$ cat config.mk
export PLATFORM = sky130hd
export DESIGN_NAME = lcd_host_port
export DESIGN_NICKNAME = d
export VERILOG_FILES = /design/src/lcd_host_port.v /design/src/nibble_assembler.v
export VERILOG_INCLUDE_DIRS = /design/src /design/src/src
export SDC_FILE = /design/constraint.sdc
export NUM_CORES = 1
export LEC_CHECK = 0
export BUFFER_PORTS_ARGS = -buffer_cell sky130_fd_sc_hd__buf_2
export CAP_MARGIN = 15
export CORE_UTILIZATION = 46
export CTS_CLUSTER_DIAMETER = 150
export DETAILED_ROUTE_END_ITERATION = 16
export PLACE_DENSITY = 0.77
export SLEW_MARGIN = 20
export SYNTH_ARGS = -nofsm -noshare
export SYNTH_HDL_FRONTEND = slang
export SYNTH_SLANG_ARGS = --single-unit
$ cat constraint.sdc
create_clock -name pclk -period 1.7 [get_ports pclk]
set_input_delay 0 -clock pclk [delete_from_list [all_inputs] [get_ports pclk]]
set_output_delay 0 -clock pclk [all_outputs]
set_load 0.01 [all_outputs]
$ cat src/lcd_port_map.vh
// Constants for the character LCD parallel host port: offsets, fields, resets.
// Assumes inclusion by the host port module and the testbench; definitions only.
`ifndef LCD_PORT_MAP_VH
`define LCD_PORT_MAP_VH

// ------------------------------------------------------------
// APB register offsets (byte addresses)
// ------------------------------------------------------------
`define OFF_BUS_ACCESS    12'h000
`define OFF_CONFIG_STATE  12'h004
`define OFF_CURSOR_STATE  12'h008
`define OFF_LAST_DATA     12'h00C
`define OFF_POWER_CTRL    12'h010

// ------------------------------------------------------------
// Bus access word fields
// ------------------------------------------------------------
`define ACC_DATA_LSB      0
`define ACC_REG_SELECT_BIT 8
`define ACC_RW_BIT        9

// ------------------------------------------------------------
// Instruction encodings (upper bits identify the command)
// ------------------------------------------------------------
`define CMD_FUNCTION_BIT  5
`define CMD_DISPLAY_BIT   3
`define CMD_ENTRY_BIT     2
`define FN_WIDTH8_BIT     4
`define FN_TWO_LINE_BIT   2
`define FN_VOLT_BIT       0
`define DC_DISPLAY_BIT    2
`define DC_CURSOR_BIT     1
`define DC_BLINK_BIT      0
`define EM_INCR_BIT       1
`define EM_SHIFT_BIT      0
`define PWR_ICON_BIT      0

// ------------------------------------------------------------
// Reset values and sizes
// ------------------------------------------------------------
`define RST_ADDR          7'h00
`define RST_ENTRY_INCR    1'b1
`define TEXT_RAM_DEPTH    80
`define TEXT_BLANK        8'h20

`endif

$ cat src/lcd_host_port.v
// Character LCD controller host port: instruction decode and text RAM.
// Assumes an APB master in the pclk domain; software emulates the parallel bus.
//
// The APB interface to the registers and the address map were left to the implementer.
`timescale 1ns/100ps
`include "lcd_port_map.vh"
module lcd_host_port #(
    parameter RAM_DEPTH = `TEXT_RAM_DEPTH
) (
    // Clock and reset
    input  wire        pclk,
    input  wire        presetn,
    // APB slave
    input  wire        psel,
    input  wire        penable,
    input  wire        pwrite,
    input  wire [11:0] paddr,
    input  wire [31:0] pwdata,
    output reg  [31:0] prdata,
    output reg         pready,
    output reg         pslverr,
    // Power-down pin
    input  wire        power_down_pin,
    // Status
    output reg         display_active,
    output reg         cursor_visible,
    output reg         icon_mode,
    output reg         powered_down
);
    // ------------------------------------------------------------
    // State
    // ------------------------------------------------------------
    reg        width8_reg;
    reg        two_line_reg;
    reg        volt_sel_reg;
    reg        display_on_reg;
    reg        cursor_on_reg;
    reg        blink_reg;
    reg        entry_incr_reg;
    reg        entry_shift_reg;
    reg        icon_only_select_reg;
    reg        first_write_done_reg;
    reg  [6:0] text_addr_reg;
    reg  [7:0] last_data_reg;
    reg  [7:0] display_text_ram [0:RAM_DEPTH-1];
    reg        down_pin_reg;
    integer    i;

    // Last text cell; the address wraps here in either direction
    localparam [31:0] LAST_ADDR = RAM_DEPTH - 1;

    // ------------------------------------------------------------
    // Bus access decode
    // ------------------------------------------------------------
    wire       access  = psel && penable && pready;
    wire       wr      = access && pwrite;
    wire       bus_acc = wr && (paddr == `OFF_BUS_ACCESS) && !pwdata[`ACC_RW_BIT];
    wire       byte_strobe;
    wire [7:0] byte_value;
    wire       byte_reg_select;
    wire       waiting_low;
    wire       single_access;
    wire       mode4;

    // Before any write the bus is wide; the very first write is whole
    assign single_access = !first_write_done_reg;
    assign mode4         = !width8_reg && !single_access;

    // ------------------------------------------------------------
    // Byte assembly
    // ------------------------------------------------------------
    nibble_assembler assembler (
        .pclk              (pclk),
        .presetn           (presetn),
        .four_bit_mode     (mode4),
        .access_strobe     (bus_acc),
        .access_bus        (pwdata[7:0]),
        .access_reg_select (pwdata[`ACC_REG_SELECT_BIT]),
        .byte_strobe       (byte_strobe),
        .byte_value        (byte_value),
        .byte_reg_select   (byte_reg_select),
        .waiting_low       (waiting_low)
    );

    // ------------------------------------------------------------
    // Address stepping and command decode
    // ------------------------------------------------------------
    function [6:0] next_addr;
        input [6:0] a;
        input       incr;
        begin
            if (incr)
                next_addr = (a == LAST_ADDR[6:0]) ? 7'h00 : a + 7'h01;
            else
                next_addr = (a == 7'h00) ? LAST_ADDR[6:0] : a - 7'h01;
        end
    endfunction

    function is_function_cmd;
        input [7:0] b;
        begin
            is_function_cmd = (b[7:6] == 2'b00) && b[`CMD_FUNCTION_BIT];
        end
    endfunction

    function is_display_cmd;
        input [7:0] b;
        begin
            is_display_cmd = (b[7:4] == 4'h0) && b[`CMD_DISPLAY_BIT];
        end
    endfunction

    function is_entry_cmd;
        input [7:0] b;
        begin
            is_entry_cmd = (b[7:3] == 5'h00) && b[`CMD_ENTRY_BIT];
        end
    endfunction

    function is_clear_cmd;
        input [7:0] b;
        begin
            is_clear_cmd = (b == 8'h01);
        end
    endfunction

    // ------------------------------------------------------------
    // Instruction execution
    // ------------------------------------------------------------
    always @(posedge pclk or negedge presetn) begin
        if (!presetn) begin
            width8_reg           <= 1'b1;
            two_line_reg         <= 1'b0;
            volt_sel_reg         <= 1'b0;
            display_on_reg       <= 1'b0;
            cursor_on_reg        <= 1'b0;
            blink_reg            <= 1'b0;
            entry_incr_reg       <= `RST_ENTRY_INCR;
            entry_shift_reg      <= 1'b0;
            first_write_done_reg <= 1'b0;
            text_addr_reg        <= `RST_ADDR;
            last_data_reg        <= 8'h00;
            for (i = 0; i < RAM_DEPTH; i = i + 1)
                display_text_ram[i] <= `TEXT_BLANK;
        end else begin
            if (byte_strobe) begin
                first_write_done_reg <= 1'b1;
                if (byte_reg_select) begin
                    display_text_ram[text_addr_reg] <= byte_value;
                    last_data_reg <= byte_value;
                    text_addr_reg <= next_addr(text_addr_reg, entry_incr_reg);
                end else if (is_function_cmd(byte_value)) begin
                    width8_reg   <= byte_value[`FN_WIDTH8_BIT];
                    two_line_reg <= byte_value[`FN_TWO_LINE_BIT];
                    volt_sel_reg <= byte_value[`FN_VOLT_BIT];
                end else if (is_display_cmd(byte_value)) begin
                    display_on_reg <= byte_value[`DC_DISPLAY_BIT];
                    cursor_on_reg  <= byte_value[`DC_CURSOR_BIT];
                    blink_reg      <= byte_value[`DC_BLINK_BIT];
                end else if (is_entry_cmd(byte_value)) begin
                    entry_incr_reg  <= byte_value[`EM_INCR_BIT];
                    entry_shift_reg <= byte_value[`EM_SHIFT_BIT];
                end else if (is_clear_cmd(byte_value)) begin
                    for (i = 0; i < RAM_DEPTH; i = i + 1)
                        display_text_ram[i] <= `TEXT_BLANK;
                    text_addr_reg  <= `RST_ADDR;
                    entry_incr_reg <= 1'b1;
                end
            end
        end
    end

    // ------------------------------------------------------------
    // Power control and status outputs
    // ------------------------------------------------------------
    always @(posedge pclk or negedge presetn) begin
        if (!presetn) begin
            icon_only_select_reg <= 1'b0;
            down_pin_reg         <= 1'b0;
            display_active       <= 1'b0;
            cursor_visible       <= 1'b0;
            icon_mode            <= 1'b0;
            powered_down         <= 1'b0;
        end else begin
            if (wr && paddr == `OFF_POWER_CTRL)
                icon_only_select_reg <= pwdata[`PWR_ICON_BIT];
            down_pin_reg   <= power_down_pin;
            powered_down   <= power_down_pin;
            // Power-down overrides every mode so nothing else draws current
            display_active <= display_on_reg && !power_down_pin;
            cursor_visible <= display_on_reg && cursor_on_reg && !icon_only_select_reg
                              && !power_down_pin;
            icon_mode      <= icon_only_select_reg && !power_down_pin;
        end
    end

    // ------------------------------------------------------------
    // APB slave: one wait-free access phase
    // ------------------------------------------------------------
    always @(posedge pclk or negedge presetn) begin
        if (!presetn) begin
            prdata  <= 32'h00000000;
            pready  <= 1'b0;
            pslverr <= 1'b0;
        end else begin
            pready  <= psel && !penable;
            pslverr <= 1'b0;
            prdata  <= 32'h00000000;
            if (psel && !penable) begin
                case (paddr)
                `OFF_BUS_ACCESS:   prdata <= {30'h0, waiting_low, !width8_reg};
                `OFF_CONFIG_STATE: prdata <= {24'h0, blink_reg, cursor_on_reg, display_on_reg,
                                              entry_shift_reg, entry_incr_reg, volt_sel_reg,
                                              two_line_reg, width8_reg};
                `OFF_CURSOR_STATE: prdata <= {25'h0, text_addr_reg};
                `OFF_LAST_DATA:    prdata <= {24'h0, last_data_reg};
                `OFF_POWER_CTRL:   prdata <= {30'h0, down_pin_reg, icon_only_select_reg};
                default:           pslverr <= 1'b1;
                endcase
            end
        end
    end
endmodule // lcd_host_port

$ cat src/nibble_assembler.v
// Assembles host accesses into whole bytes, one access in 8-bit mode,
// two accesses high nibble first in 4-bit mode.
// Assumes one access per cycle at most, presented as a one-cycle strobe.
`timescale 1ns/100ps
module nibble_assembler (
    // Clock and reset
    input  wire       pclk,
    input  wire       presetn,
    // Mode
    input  wire       four_bit_mode,
    // Access in
    input  wire       access_strobe,
    input  wire [7:0] access_bus,
    input  wire       access_reg_select,
    // Byte out
    output reg        byte_strobe,
    output reg  [7:0] byte_value,
    output reg        byte_reg_select,
    output reg        waiting_low
);
    reg [3:0] high_nibble_reg;

    always @(posedge pclk or negedge presetn) begin
        if (!presetn) begin
            high_nibble_reg <= 4'h0;
            waiting_low     <= 1'b0;
            byte_strobe     <= 1'b0;
            byte_value      <= 8'h00;
            byte_reg_select <= 1'b0;
        end else begin
            byte_strobe <= 1'b0;
            if (access_strobe) begin
                if (!four_bit_mode) begin
                    byte_strobe <= 1'b1;
                    byte_value  <= access_bus;
                    byte_reg_select <= access_reg_select;
                end else if (!waiting_low) begin
                    high_nibble_reg <= access_bus[7:4];
                    waiting_low     <= 1'b1;
                end else begin
                    byte_strobe <= 1'b1;
                    byte_value  <= {high_nibble_reg, access_bus[7:4]};
                    byte_reg_select <= access_reg_select;
                    waiting_low <= 1'b0;
                end
            end
        end
    end
endmodule // nibble_assembler

Yosys cells after proc, flatten, opt, wreduce, memory -nomap -nowiden
Cells that the tools add are included.

word-level totals
  logic and storage cells = 100
  output and inout port bits = 38
  input bits = 50
  flip-flop bits (word level) = 78

cells by class
  mux-type cells = 22
  add/sub/neg operators = 2
  equality and inequality tests = 10
  reduce and logical (&&, ||, !) cells = 38
  bitwise logic cells = 4

operators by type and width
  operator                                                                count
  7-bit two-way mux                                                       8
  8-bit one-hot mux with 5 select lines                                   1
  12-bit by 4-bit equality test with 1-bit output, second input constant  2
  8-bit two-way mux                                                       3
  1-bit logical AND                                                       16
  5-bit AND reduction                                                     3
  12-bit by 3-bit equality test with 1-bit output, second input constant  1
  12-bit by 5-bit equality test with 1-bit output, second input constant  1
  12-bit zero test                                                        1
  1-bit two-way mux                                                       10
  8-bit by 1-bit equality test with 1-bit output, second input constant   1
  7-bit by 1-bit adder with 7-bit output, second input constant           1
  7-bit equality test, second input constant                              1
  7-bit zero test                                                         1
  7-bit by 1-bit subtractor with 7-bit output, second input constant      1
  2-bit by 1-bit != test with 1-bit output, second input constant         3
  2-bit AND reduction                                                     3
  3-bit AND reduction                                                     2
  1-bit zero test                                                         5
  5-bit zero test                                                         1
  5-bit OR reduction                                                      1
  4-bit zero test                                                         1
  1-bit inverter                                                          4
  4-bit AND reduction                                                     1
  other kinds (3)                                                         4

Depth between registers and ports, before layout
Gate-level depths: netlist of the first run.

  word-level depth = 6
  gate-level depth with buffers = 7
  mapped depth without buffers = 7

Cells and area by module
From an unflattened synthesis of the first run, not the netlist that was laid out.

unflattened totals
  cell total of the unflattened synthesis = 297
  area total of the unflattened synthesis = 2897.8 µm²

by module, submodules not included
  module            times used  sequential area each (µm²)  cells an instance  area an instance (µm²)
  lcd_host_port     1           978.4                       240                2220.9
  nibble_assembler  1           375.4                       57                 676.9

Least setup slack after synthesis of the first run
Ideal clock, no wire load.

  path type = register to register
  start point = reg text_addr_reg[0]
  end point = reg text_addr_reg[2]
  data arrival time = 1.501 ns
  required time = 1.578 ns
  clock period less this slack = 1.622 ns
  path slack = 0.078 ns
  cell stages (with the launch flop) = 7
  path buffers = 0
  setup time = 0.122 ns
  path through = dfrtp_1 > inv_1 > ha_1 > and4bb_4 > o311ai_0 > o21ai_0 > a32o_1

between the ends
  longest elaborated chain between the ends = 4
  elaborated cells on any way between the ends = 8
  those cells by class = add/sub (2); eq/ne (1); mux (4); reduce/logical (1)

ends and longest elaborated chain
  what                                                                 line                                    text
  start: declaration                                                   lcd_host_port.v:43                      reg [6:0] text_addr_reg;
  start signal: assignment                                             lcd_host_port.v:141                     text_addr_reg <= `RST_ADDR;
  start signal: assignment                                             lcd_host_port.v:151                     text_addr_reg <= next_addr(text_addr_reg, entry_incr_reg);
  start signal: assignment                                             lcd_host_port.v:166                     text_addr_reg <= `RST_ADDR;
  7-bit by 1-bit subtractor with 7-bit output (tied with other cells)  lcd_host_port.v:95                      next_addr = (a == 7'h00) ? LAST_ADDR[6:0] : a - 7'h01;
  7-bit two-way mux (on tied branches)                                 lcd_host_port.v:95, lcd_host_port.v:93
  7-bit two-way mux (*)                                                lcd_host_port.v:92                      if (incr)
  7-bit two-way mux (*)                                                lcd_host_port.v:148                     if (byte_reg_select) begin

Mark *: on every way between the ends. The rest lies on a longest branch, timed or not.
A chain may end at the register's enable or synchronous reset.

Worst setup path in the final report of the first run
  start point = reg pready
  end point = reg assembler.high_nibble_reg[0]

between the ends
  longest elaborated chain between the ends = 5

ends and longest elaborated chain
  what                            line                   text
  start: declaration              lcd_host_port.v:20     output reg pready,
  start signal: assignment        lcd_host_port.v:206    pready <= psel && !penable;
  1-bit logical AND               lcd_host_port.v:55     wire access = psel && penable && pready;
  1-bit logical AND               lcd_host_port.v:56     wire wr = access && pwrite;
  1-bit logical AND (2 in a row)  lcd_host_port.v:57     wire bus_acc = wr && (paddr == `OFF_BUS_ACCESS) && !pwdata[`ACC_RW_BIT];
  3-bit AND reduction (no line)   n/a
  end signal: assignment          nibble_assembler.v:38  high_nibble_reg <= access_bus[7:4];
  end: declaration                nibble_assembler.v:21  reg [3:0] high_nibble_reg;

Every way passes these cells.

==> impl_metrics.py, run 1 <==
metrics = {
    "logic_synthesis": {
        "synth_edf_count": 0,
        "synthTopCellsByCount": "52 x dfrtp_1, 24 x buf_4, 24 x mux2_2, 21 x nand2_1",
        "synth_top_area_cell": "dfrtp_1",
        "synth_cells": 268,
        "synthFlopType": "dfrtp_1",
        "synth.most_common_cell": "dfrtp_1",
        "syn_avg_cell_area_um2": 10.7,
        "yosys_register_bits": 54,
        "synthArstFlopShare": 1.00,
        "ys_warn_count": 0,
        "synth_top_area_frac": 0.452,
        "syn_area_um2": 2880,
        "synth_area_leaders": "dfrtp_1 45%, mux2_2 9.4%, buf_4 6.3%",
        "ys_seq_area_frac": 0.471,
        "ys_types": 57,
    },
    "grt": {
        "grt_usage": 0.193,
        "grt_pass1_vias": 2014,
        "grt_max_degree": 32,
        "overflow": 0,
        "grt_first_pass_wirelength_um": 9520,
        "antenna_found_initial": 0,
    },
    "place": {
        "dp.cells": 397,
        "dpl.hpwl_um": 4310,
        "dpl_cell_area_um2": 3230,
        "portBuffers": 41,
        "place_congestion": 0.823,
    },
    "routing": {
        "dr_wl_met2_um": 2940,
        "drt-total-wl_um": 5880,
        "drtIter0Drc": 239,
        "wl_per_cell_um": 14.1,
        "met3_length_um": 267,
        "detail-route-antenna-nets": 0,
        "via_per_inst": 5.27,
        "route.detailed.drc": 0,
        "firstDrtPassIters": 4,
        "top_layer": "met4",
        "dr_total_vias": 2204,
        "drt-met1-wl_um": 2610,
    },
    "worst_hold_path": {
        "hold_depth": 3,
        "hold_class": "in -> reg",
    },
    "pwr": {
        "powerDensity_nw_per_um2": 614,
        "ir_drop_uv": 615,
        "p_leak_nw": 1.77,
    },
    "clocking": {
        "cts_tree": "done",
        "cts.clk_slew.worst_paths_ps": 100,
        "cts-root-buf": "clkbuf_8",
        "cts_buffers": 5,
        "htree_levels": 2,
        "clock-sinks": 54,
        "cts_buffer_depth": 2,
        "clk_latency_ps": 310,
    },
    "worst_setup_path": {
        "critPathArrivalTime_ps": 1870,
        "max_stage_delay_ps": 370,
        "critPathMaxFanout": 4,
        "endpoint_kind": "flip-flop",
        "ff2ff_path_depth": 5,
        "crit_cells": 5,
        "critPathSlowestCell": "dfrtp_1",
        "worstSetupPathType": "reg -> reg",
        "ff2ff_setup_slack_ps": 40,
        "start_kind": "flip-flop",
        "cp_cell_sequence": "nand4_1, nor4_4, nand3_2, nor3_4, mux2_2",
        "critPathBufInv": 0,
        "cp_top_family": "simple AND/OR/NAND/NOR gates",
        "cp.required_ps": 1910,
    },
    "timing": {
        "skew_ps": 7.47,
        "final.min_clock_period_ps": 1660,
        "hold_ws_ps": 17.2,
        "post-route-period-util": 0.977,
        "rsz0062_at_grt": "true",
        "max_freq_mhz": 602,
        "fin_setup_tns_ps": 0,
        "maxSlewHeadroom": 0.608,
        "hold_viol": 0,
        "tightest_slew_ps": 588,
        "finalSetupViolCount": 0,
        "slew_viol_final": 0,
    },
    "status": {
        "status": "completed",
    },
    "cells_and_area": {
        "fin_cells": 418,
        "layout-drive-gt1-share": 0.353,
        "fin_nets": 395,
        "syn_to_final_growth_pct": 21.6,
        "utilization": 0.584,
        "finalInstanceArea_um2": 3500,
        "insertedDiodeCount": 0,
    },
    "floorplanning": {
        "start_util": 0.480,
        "core_area_um2": 5990,
        "dieArea_um2": 6570,
        "fp.dieW_um": 81.1,
        "core.rowCount": 28,
        "dieHeight_um": 81.1,
        "num_io_pins": 88,
    },
    "flow_run": {
        "maxCapViolCount": 0,
    },
}
==> stage by stage <==
stage          setup WS, ps  power, mW
6_report               39.6       2.15
5_1_grt               -35.1       2.25
4_1_cts                1.13       2.17
3_5_place_dp          -13.3       1.45
3_3_place_gp           42.8       1.45
2_1_floorplan          77.6       1.41
==> logic make-up after synthesis <==
| logic type | count (synthesis) | synth area share |
|---|---|---|
| xor gates and xnor gates | 5 | 0.0152 |
| DFF | 54 | 0.471 |
| other | 1 | 0.00130 |
| AOI/OAI and AO/OA | 47 | 0.109 |
| and+or+nand+nor | 81 | 0.164 |
| adders and majority gates | 3 | 0.0131 |
| muxes | 35 | 0.138 |
| buffers and inverters | 42 | 0.0887 |
==> worst register-to-register path: stages (launching register included) <==
cell and delay [ps]:
dfrtp_1 370, nand4_1 180, nor4_4 220, nand3_2 140, nor3_4 280, mux2_2 370
==> final timing paths <==
| check | startpoint | to |
|---|---|---|
| worst max-delay path | pready$_DFF_PN0_ | assembler.high_nibble_reg[0]$_DFFE_PN0P_ |
| worst min-delay path | psel | pready$_DFF_PN0_ |
| worst max register to register | pready$_DFF_PN0_ | assembler.high_nibble_reg[0]$_DFFE_PN0P_ |
| worst min register to register | first_write_done_reg$_DFFE_PN0P_ | first_write_done_reg$_DFFE_PN0P_ |
| max in group asynchronous | presetn | width8_reg$_DFFE_PN1P_ |
| min in group asynchronous | presetn | assembler.high_nibble_reg[0]$_DFFE_PN0P_ |
==> placed cells by master, fill, tap and decap left out, types with 3 or more instances in the layout <==
| master | synthesis | layout |
|---|---|---|
| dfrtp_1 | 52 | 52 |
| nand3_1 | 6 | 5 |
| clkbuf_8 | 0 | 5 |
| xor2_1 | 4 | 4 |
| nor2b_1 | 3 | 3 |
| o21ai_0 | 19 | 17 |
| nor3_4 | 2 | 4 |
| a22oi_1 | 7 | 7 |
| nand2_1 | 21 | 20 |
| inv_1 | 8 | 8 |
| nand2b_1 | 4 | 4 |
| buf_2 | 5 | 41 |
| o21ai_1 | 2 | 4 |
| nor3_1 | 7 | 7 |
| mux2_2 | 24 | 21 |
| buf_4 | 24 | 25 |
| dlygate4sd3_1 | 0 | 10 |
| and3_1 | 3 | 3 |
| nor2_1 | 19 | 18 |
| mux2i_1 | 9 | 9 |
| mux2_4 | 1 | 4 |
| conb_1 | 1 | 24 |
==> final cells by class <==
cell class	instances	area, um2
Clock buffer	6	72.6
Timing Repair Buffer	78	524
Clock inverter	2	15.0
Multi-Input combinational cell	195	1410
Tap cell	75	93.8
Fill cell	477	2490
Inverter	8	30.0
Sequential cell	54	1350
==> where the power goes <==
part	leakage, nW	internal, mW	total (mW)	switching (mW)
Combinational	0.990	0.0616	0.157	0.0953
Clock	0.0374	0.291	0.702	0.411
Sequential	0.743	1.29	1.29	0.00193
==> repair_timing <==
action | 4_1_cts | 5_1_grt
buffers inserted | 2 | 1
endpoints found under the setup margin | 3 | 10
hold buffers | 10 | 0
pin swaps | 0 | 3
gates resized for setup | 1 | 15
endpoints found under the hold margin | 33 | 0
==> layer usage <==
metal,track usage,vias to the layer above
met2,0.312,68
met3,0.0371,8
li1,-,1056
met1,0.267,1072
met5,0,-
met4,0.0464,0
Power figures use the tool's default switching activity.
==> run 2, diff against run 1 <==
--- a/config.mk
+++ b/config.mk
@@ -10,8 +10,10 @@
 export CAP_MARGIN = 15
 export CORE_UTILIZATION = 46
 export CTS_CLUSTER_DIAMETER = 150
+export CTS_CLUSTER_SIZE = 10
 export DETAILED_ROUTE_END_ITERATION = 16
 export PLACE_DENSITY = 0.77
+export RECOVER_POWER = 100
 export SLEW_MARGIN = 20
 export SYNTH_ARGS = -nofsm -noshare
 export SYNTH_HDL_FRONTEND = slang
==> run 2 against run 1 <==
Maximum frequency rose by 0.54%. Clock-buffer cell count unchanged. Non-clock buffer count unchanged. Hold slack worse by 3.9 ps. Routed wire length is 0.85% higher. Sequential power about the same. Critical path type unchanged. Largest cell class unchanged.
==> impl_metrics.py, run 2 (synthesis gave the netlist of run 1 again) <==
metrics = {
    "routing": {
        "detail-route-antenna-nets": 0,
        "drt-met1-wl_um": 2670,
        "dr_wl_met2_um": 2920,
        "met3_length_um": 277,
        "drtIter0Drc": 216,
        "drt-total-wl_um": 5930,
        "firstDrtPassIters": 4,
        "dr_total_vias": 2208,
        "via_per_inst": 5.28,
        "wl_per_cell_um": 14.2,
        "top_layer": "met4",
        "route.detailed.drc": 0,
    },
    "floorplanning": {
        "num_io_pins": 88,
        "core.rowCount": 28,
        "core_area_um2": 5990,
        "start_util": 0.480,
        "dieArea_um2": 6570,
        "dieHeight_um": 81.1,
        "fp.dieW_um": 81.1,
    },
    "place": {
        "portBuffers": 41,
        "dp.cells": 397,
        "dpl.hpwl_um": 4310,
        "place_congestion": 0.823,
        "pre_cts_slack_ps": -13.3,
    },
    "cells_and_area": {
        "layout-drive-gt1-share": 0.300,
        "fillCellCount": 493,
        "insertedDiodeCount": 0,
        "final_common_cell": "dfrtp_1",
        "regArea_um2": 1350,
        "multiInputGateArea_um2": 1410,
        "most-common-layout-cells": "52 x dfrtp_1, 26 x buf_2, 24 x conb_1",
        "fin_cells": 418,
        "fin_nets": 395,
        "syn_to_final_growth_pct": 20.5,
        "utilization": 0.579,
    },
    "worst_setup_path": {
        "r2r-start": "pready$_DFF_PN0_",
        "cp_cell_sequence": "nand4_1, nor4_4, nand3_2, nor3_4, mux2_2",
        "critPathLaunch": "pready$_DFF_PN0_",
        "critPathSlowestCell": "mux2_2",
        "max_stage_delay_ps": 370,
        "endpoint_kind": "flip-flop",
        "critPathArrivalTime_ps": 1860,
        "start_kind": "flip-flop",
        "critPathMaxFanout": 4,
        "critPathBufInv": 0,
        "worstSetupPathType": "reg -> reg",
        "cp.required_ps": 1910,
        "cp_top_family": "simple AND/OR/NAND/NOR gates",
    },
    "clocking": {
        "clk_latency_ps": 310,
        "cts_buffer_depth": 2,
        "clock-sinks": 54,
        "htree_levels": 2,
        "cts_buffers": 5,
        "cts_tree": "done",
        "cts.clk_slew.worst_paths_ps": 100,
        "cts-root-buf": "clkbuf_8",
    },
    "timing": {
        "max_freq_mhz": 606,
        "final.min_clock_period_ps": 1650,
        "maxSlewHeadroom": 0.0671,
        "rsz0062_at_grt": "true",
        "slew_viol_final": 0,
        "post-route-period-util": 0.971,
        "finalSetupViolCount": 0,
        "hold_viol": 0,
        "skew_ps": 7.58,
        "fin_setup_tns_ps": 0,
        "setup_slack_ps": 48.6,
        "tightest_slew_ps": 1400,
    },
    "pwr": {
        "ir_drop_uv": 615,
        "p_leak_nw": 1.70,
        "powerDensity_nw_per_um2": 621,
    },
    "grt": {
        "overflow": 0,
        "grt_usage": 0.193,
        "grt_max_degree": 32,
        "grt_first_pass_wirelength_um": 9520,
        "antenna_found_initial": 0,
        "grt_pass1_vias": 2014,
    },
    "status": {
        "status": "completed",
    },
    "worst_hold_path": {
        "hold_class": "in -> reg",
        "hp-start": "psel",
    },
    "flow_run": {
        "maxCapViolCount": 0,
    },
}
run 2: cell count changes in the layout (fill, tap and decap cells not counted):
| cell | delta |
|---|---|
| buf_4 | -3 |
| buf_2 | -15 |
| clkbuf_1 | +18 |
run 2: worst paths after layout:
check	endpoint	slack, ps	cells after the start
hold / removal	pready$_DFF_PN0_	10	3
setup / recovery	assembler.high_nibble_reg[0]$_DFFE_PN0P_	50	5
max in group asynchronous	width8_reg$_DFFE_PN1P_	300	3
min in group asynchronous	assembler.high_nibble_reg[0]$_DFFE_PN0P_	530	2
setup reg to reg	assembler.high_nibble_reg[0]$_DFFE_PN0P_	50	5
hold reg to reg	first_write_done_reg$_DFFE_PN0P_	500	1
run 2: where the power goes:
part / switching (mW) / internal, mW / leakage [nW]
Clock: 0.418 / 0.291 / 0.0374
Combinational: 0.0956 / 0.0595 / 0.918
Sequential: 0.00192 / 1.29 / 0.743
Total: 0.515 / 1.64 / 1.70
run 2: timing repair:
action,CTS,global route
hold buffers,10,0
setup endpoints to repair,3,10
gates resized for setup,1,15
pin swaps,0,3
endpoints found under the hold margin,33,0
setup buffers,2,1
run 2: worst min-delay path: cells and delay by family:
kind	cells	cell delay, ps
buffers and inverters	2	180
AND/OR/NAND/NOR	1	110
run 2: area by class of cell:
cell class / count / area share
Clock buffer: 6 / 0.0209
Clock inverter: 2 / 0.00433
Multi-Input combinational cell: 195 / 0.406
Sequential cell: 54 / 0.390
Tap cell: 75 / 0.0271
Timing Repair Buffer: 78 / 0.143
Inverter: 8 / 0.00866
run 2: metal layers:
metal	vias to the layer above	global-route usage
met4	0	0.0464
li1	1056	-
met2	74	0.312
met5	-	0
met1	1070	0.267
met3	8	0.0371
run 2: metrics by stage:
stage          instance area (um2)  total power [mW]  hold WS [ps]
2_1_floorplan                 2960              1.41          -296
3_3_place_gp                  3230              1.45          17.9
3_5_place_dp                  3230              1.45          32.1
4_1_cts                       3440              2.17          5.58
5_1_grt                       3470              2.25          34.2
6_report                      3470              2.15          13.4
==> run 3, diff against run 2 <==
--- a/config.mk
+++ b/config.mk
@@ -17,4 +17,5 @@
 export SLEW_MARGIN = 20
 export SYNTH_ARGS = -nofsm -noshare
 export SYNTH_HDL_FRONTEND = slang
+export SYNTH_HIERARCHICAL = 1
 export SYNTH_SLANG_ARGS = --single-unit
==> run 3 against run 2 <==
The flow now finishes with violations (negative setup slack). Sequential share of layout area decreased by 1.4 points. Cell count increased by 6.9%. Clock-buffer cell count increased by 1. Register-to-register slack got worse by 120 ps. Via count increased by 8.6%. Global-route usage increased by 1.1 points. Synthesized cell count increased by 11%. Worst setup slack got worse by 120 ps. Routed wire length increased by 9.9%. Non-clock buffer count increased by 7.
==> impl_metrics.py, run 3 <==
metrics = {
    "status": {
        "status": "finished with violations",
        "violations": "negative setup slack",
    },
    "logic_synthesis": {
        "synth_top_area_frac": 0.449,
        "synth_top_area_cell": "dfrtp_1",
        "synthTopCellsByCount": "52 x dfrtp_1, 39 x nand2_1, 25 x buf_4, 16 x o22ai_1, 14 x nor2_1",
        "ys_types": 50,
        "ys_warn_count": 6,
        "synth_area_leaders": "dfrtp_1 45%, buf_4 6.5%, nand2_1 5.1%",
        "synth.most_common_cell": "dfrtp_1",
        "syn_area_um2": 2900,
        "synthSimpleGateAreaFrac": 0.198,
        "synthAdderAreaFrac": 0.0130,
        "muxShareOfSynthArea": 0.0859,
        "synth_top_family_by_area": "simple AND/OR/NAND/NOR gates",
        "synth_xor_area_frac": 0.00907,
        "syn_avg_cell_area_um2": 9.76,
        "yosys_register_bits": 54,
        "synth_cells": 297,
        "synthArstFlopShare": 1.00,
        "synthFlopType": "dfrtp_1",
        "synth_edf_count": 0,
        "synth_compound_area_frac": 0.130,
        "ys_seq_area_frac": 0.467,
    },
    "floorplanning": {
        "fp.dieW_um": 81.4,
        "dieArea_um2": 6620,
        "num_io_pins": 88,
        "core_area_um2": 5990,
        "core.rowCount": 28,
        "dieHeight_um": 81.4,
        "start_util": 0.484,
    },
    "clocking": {
        "cts_tree": "done",
        "cts_buffer_depth": 2,
        "htree_levels": 2,
        "cts.clk_slew.worst_paths_ps": 90,
        "clock-sinks": 54,
        "clk_latency_ps": 310,
        "cts-root-buf": "clkbuf_8",
        "cts_buffers": 5,
    },
    "timing": {
        "post-route-period-util": 1.04,
        "slew_viol_final": 0,
        "final.min_clock_period_ps": 1780,
        "maxSlewHeadroom": 0.330,
        "setup_slack_ps": -76.0,
        "skew_ps": 4.93,
        "tightest_slew_ps": 1000,
        "finalSetupViolCount": 13,
        "fin_setup_tns_ps": -422,
        "max_freq_mhz": 563,
        "hold_viol": 0,
        "rsz0062_at_grt": "true",
    },
    "grt": {
        "overflow": 0,
        "grt_max_degree": 28,
        "grt_pass1_vias": 2135,
        "antenna_found_initial": 0,
        "grt_usage": 0.204,
        "grt_first_pass_wirelength_um": 10200,
    },
    "worst_hold_path": {
        "hp-start": "penable",
        "hold_class": "in -> reg",
    },
    "routing": {
        "dr_wl_met2_um": 3220,
        "route.detailed.drc": 0,
        "drt-met1-wl_um": 2900,
        "detail-route-antenna-nets": 0,
        "met3_length_um": 313,
        "wl_per_cell_um": 14.6,
        "dr_total_vias": 2397,
        "top_layer": "met4",
        "drt-total-wl_um": 6520,
        "via_per_inst": 5.36,
        "drtIter0Drc": 192,
        "firstDrtPassIters": 4,
    },
    "worst_setup_path": {
        "critPathMaxFanout": 7,
        "start_kind": "flip-flop",
        "worstSetupPathType": "reg -> reg",
        "endpoint_kind": "flip-flop",
        "critPathArrivalTime_ps": 1980,
        "critPathLaunch": "assembler/byte_value[7]$_DFFE_PN0P_",
        "r2r-start": "assembler/byte_value[7]$_DFFE_PN0P_",
        "cp.required_ps": 1900,
    },
    "cells_and_area": {
        "fin_nets": 424,
        "fin_cells": 447,
        "fillCellCount": 491,
        "syn_to_final_growth_pct": 24.1,
        "regArea_um2": 1350,
        "most-common-layout-cells": "52 x dfrtp_1, 38 x nand2_1, 26 x buf_2",
        "layout-drive-gt1-share": 0.293,
        "insertedDiodeCount": 0,
        "multiInputGateArea_um2": 1500,
        "final_common_cell": "dfrtp_1",
    },
    "place": {
        "portBuffers": 41,
        "pre_cts_slack_ps": -119,
        "dpl.hpwl_um": 4600,
        "place_congestion": 0.885,
        "dp.cells": 421,
    },
    "pwr": {
        "powerDensity_nw_per_um2": 605,
        "p_leak_nw": 1.74,
        "ir_drop_uv": 512,
    },
    "flow_run": {
        "maxCapViolCount": 0,
    },
}
==> run 3: layout make-up <==
type                            instances  share of cell area
Timing Repair Buffer                   85               0.150
Sequential cell                        54               0.376
Inverter                                6             0.00626
Multi-Input combinational cell        219               0.416
Clock inverter                          1             0.00139
Clock buffer                            7              0.0240
Tap cell                               75              0.0261
==> run 3: cells by family (layout without fill, tap and decap cells) <==
group | count (synthesis) | count (layout)
buf+inv | 47 | 99
compound gates | 60 | 60
other cells | 1 | 24
xor+xnor | 3 | 3
mux | 21 | 21
fa+ha+maj | 3 | 3
flops | 54 | 54
simple gates | 108 | 108
==> run 3: path summary, 6_finish.rpt <==
path | slack [ps] | cells past startpoint | to
worst max register to register | -80 | 4 | text_addr_reg[5]$_DFFE_PN0P_
worst min register to register | 490 | 2 | last_data_reg[7]$_DFFE_PN0P_
max in group asynchronous | 320 | 3 | blink_reg$_DFFE_PN0P_
worst min-delay path | 20 | 3 | pslverr$_DFF_PN0_
worst max-delay path | -80 | 4 | text_addr_reg[5]$_DFFE_PN0P_
min in group asynchronous | 380 | 2 | assembler/byte_value[7]$_DFFE_PN0P_
==> run 3: worst max-delay path: stages, from the launching register on <==
cell and delay [ps]:
dfrtp_1 390, or4_4 540, nor4_1 330, o21ai_2 160, a22o_1 250
==> run 3: repair_timing <==
action,CTS,global route
gates cloned,0,0
pin swaps,4,10
setup endpoints to repair,19,22
hold endpoints to repair,40,0
hold buffers,12,0
setup buffers,3,3
gates resized for setup,15,15
==> run 3: metrics by stage <==
stage / util / total power [mW] / hold slack (ps) / cell area [um2]
floorplan: - / 1.41 / -296 / 3010
finish: 0.600 / 2.18 / 24.8 / 3600
detailed placement: 0.542 / 1.45 / -47.1 / 3250
global placement: 0.542 / 1.44 / -54.7 / 3250
CTS: 0.590 / 2.19 / 26.1 / 3530
global route: 0.600 / 2.25 / 32.9 / 3600
==> run 3: power breakdown <==
group	total, mW	leakage (nW)	switching, mW	internal, mW
Sequential	1.29	0.743	0.00157	1.29
Clock	0.734	0.0482	0.404	0.330
Combinational	0.156	0.945	0.0942	0.0616
Total	2.18	1.74	0.500	1.68
==> run 3: routing by layer <==
layer  GRT usage  vias up
li1            -     1137
met1       0.288     1167
met2       0.311       82
met3      0.0404       11
met5           0        -
met4      0.0679        0
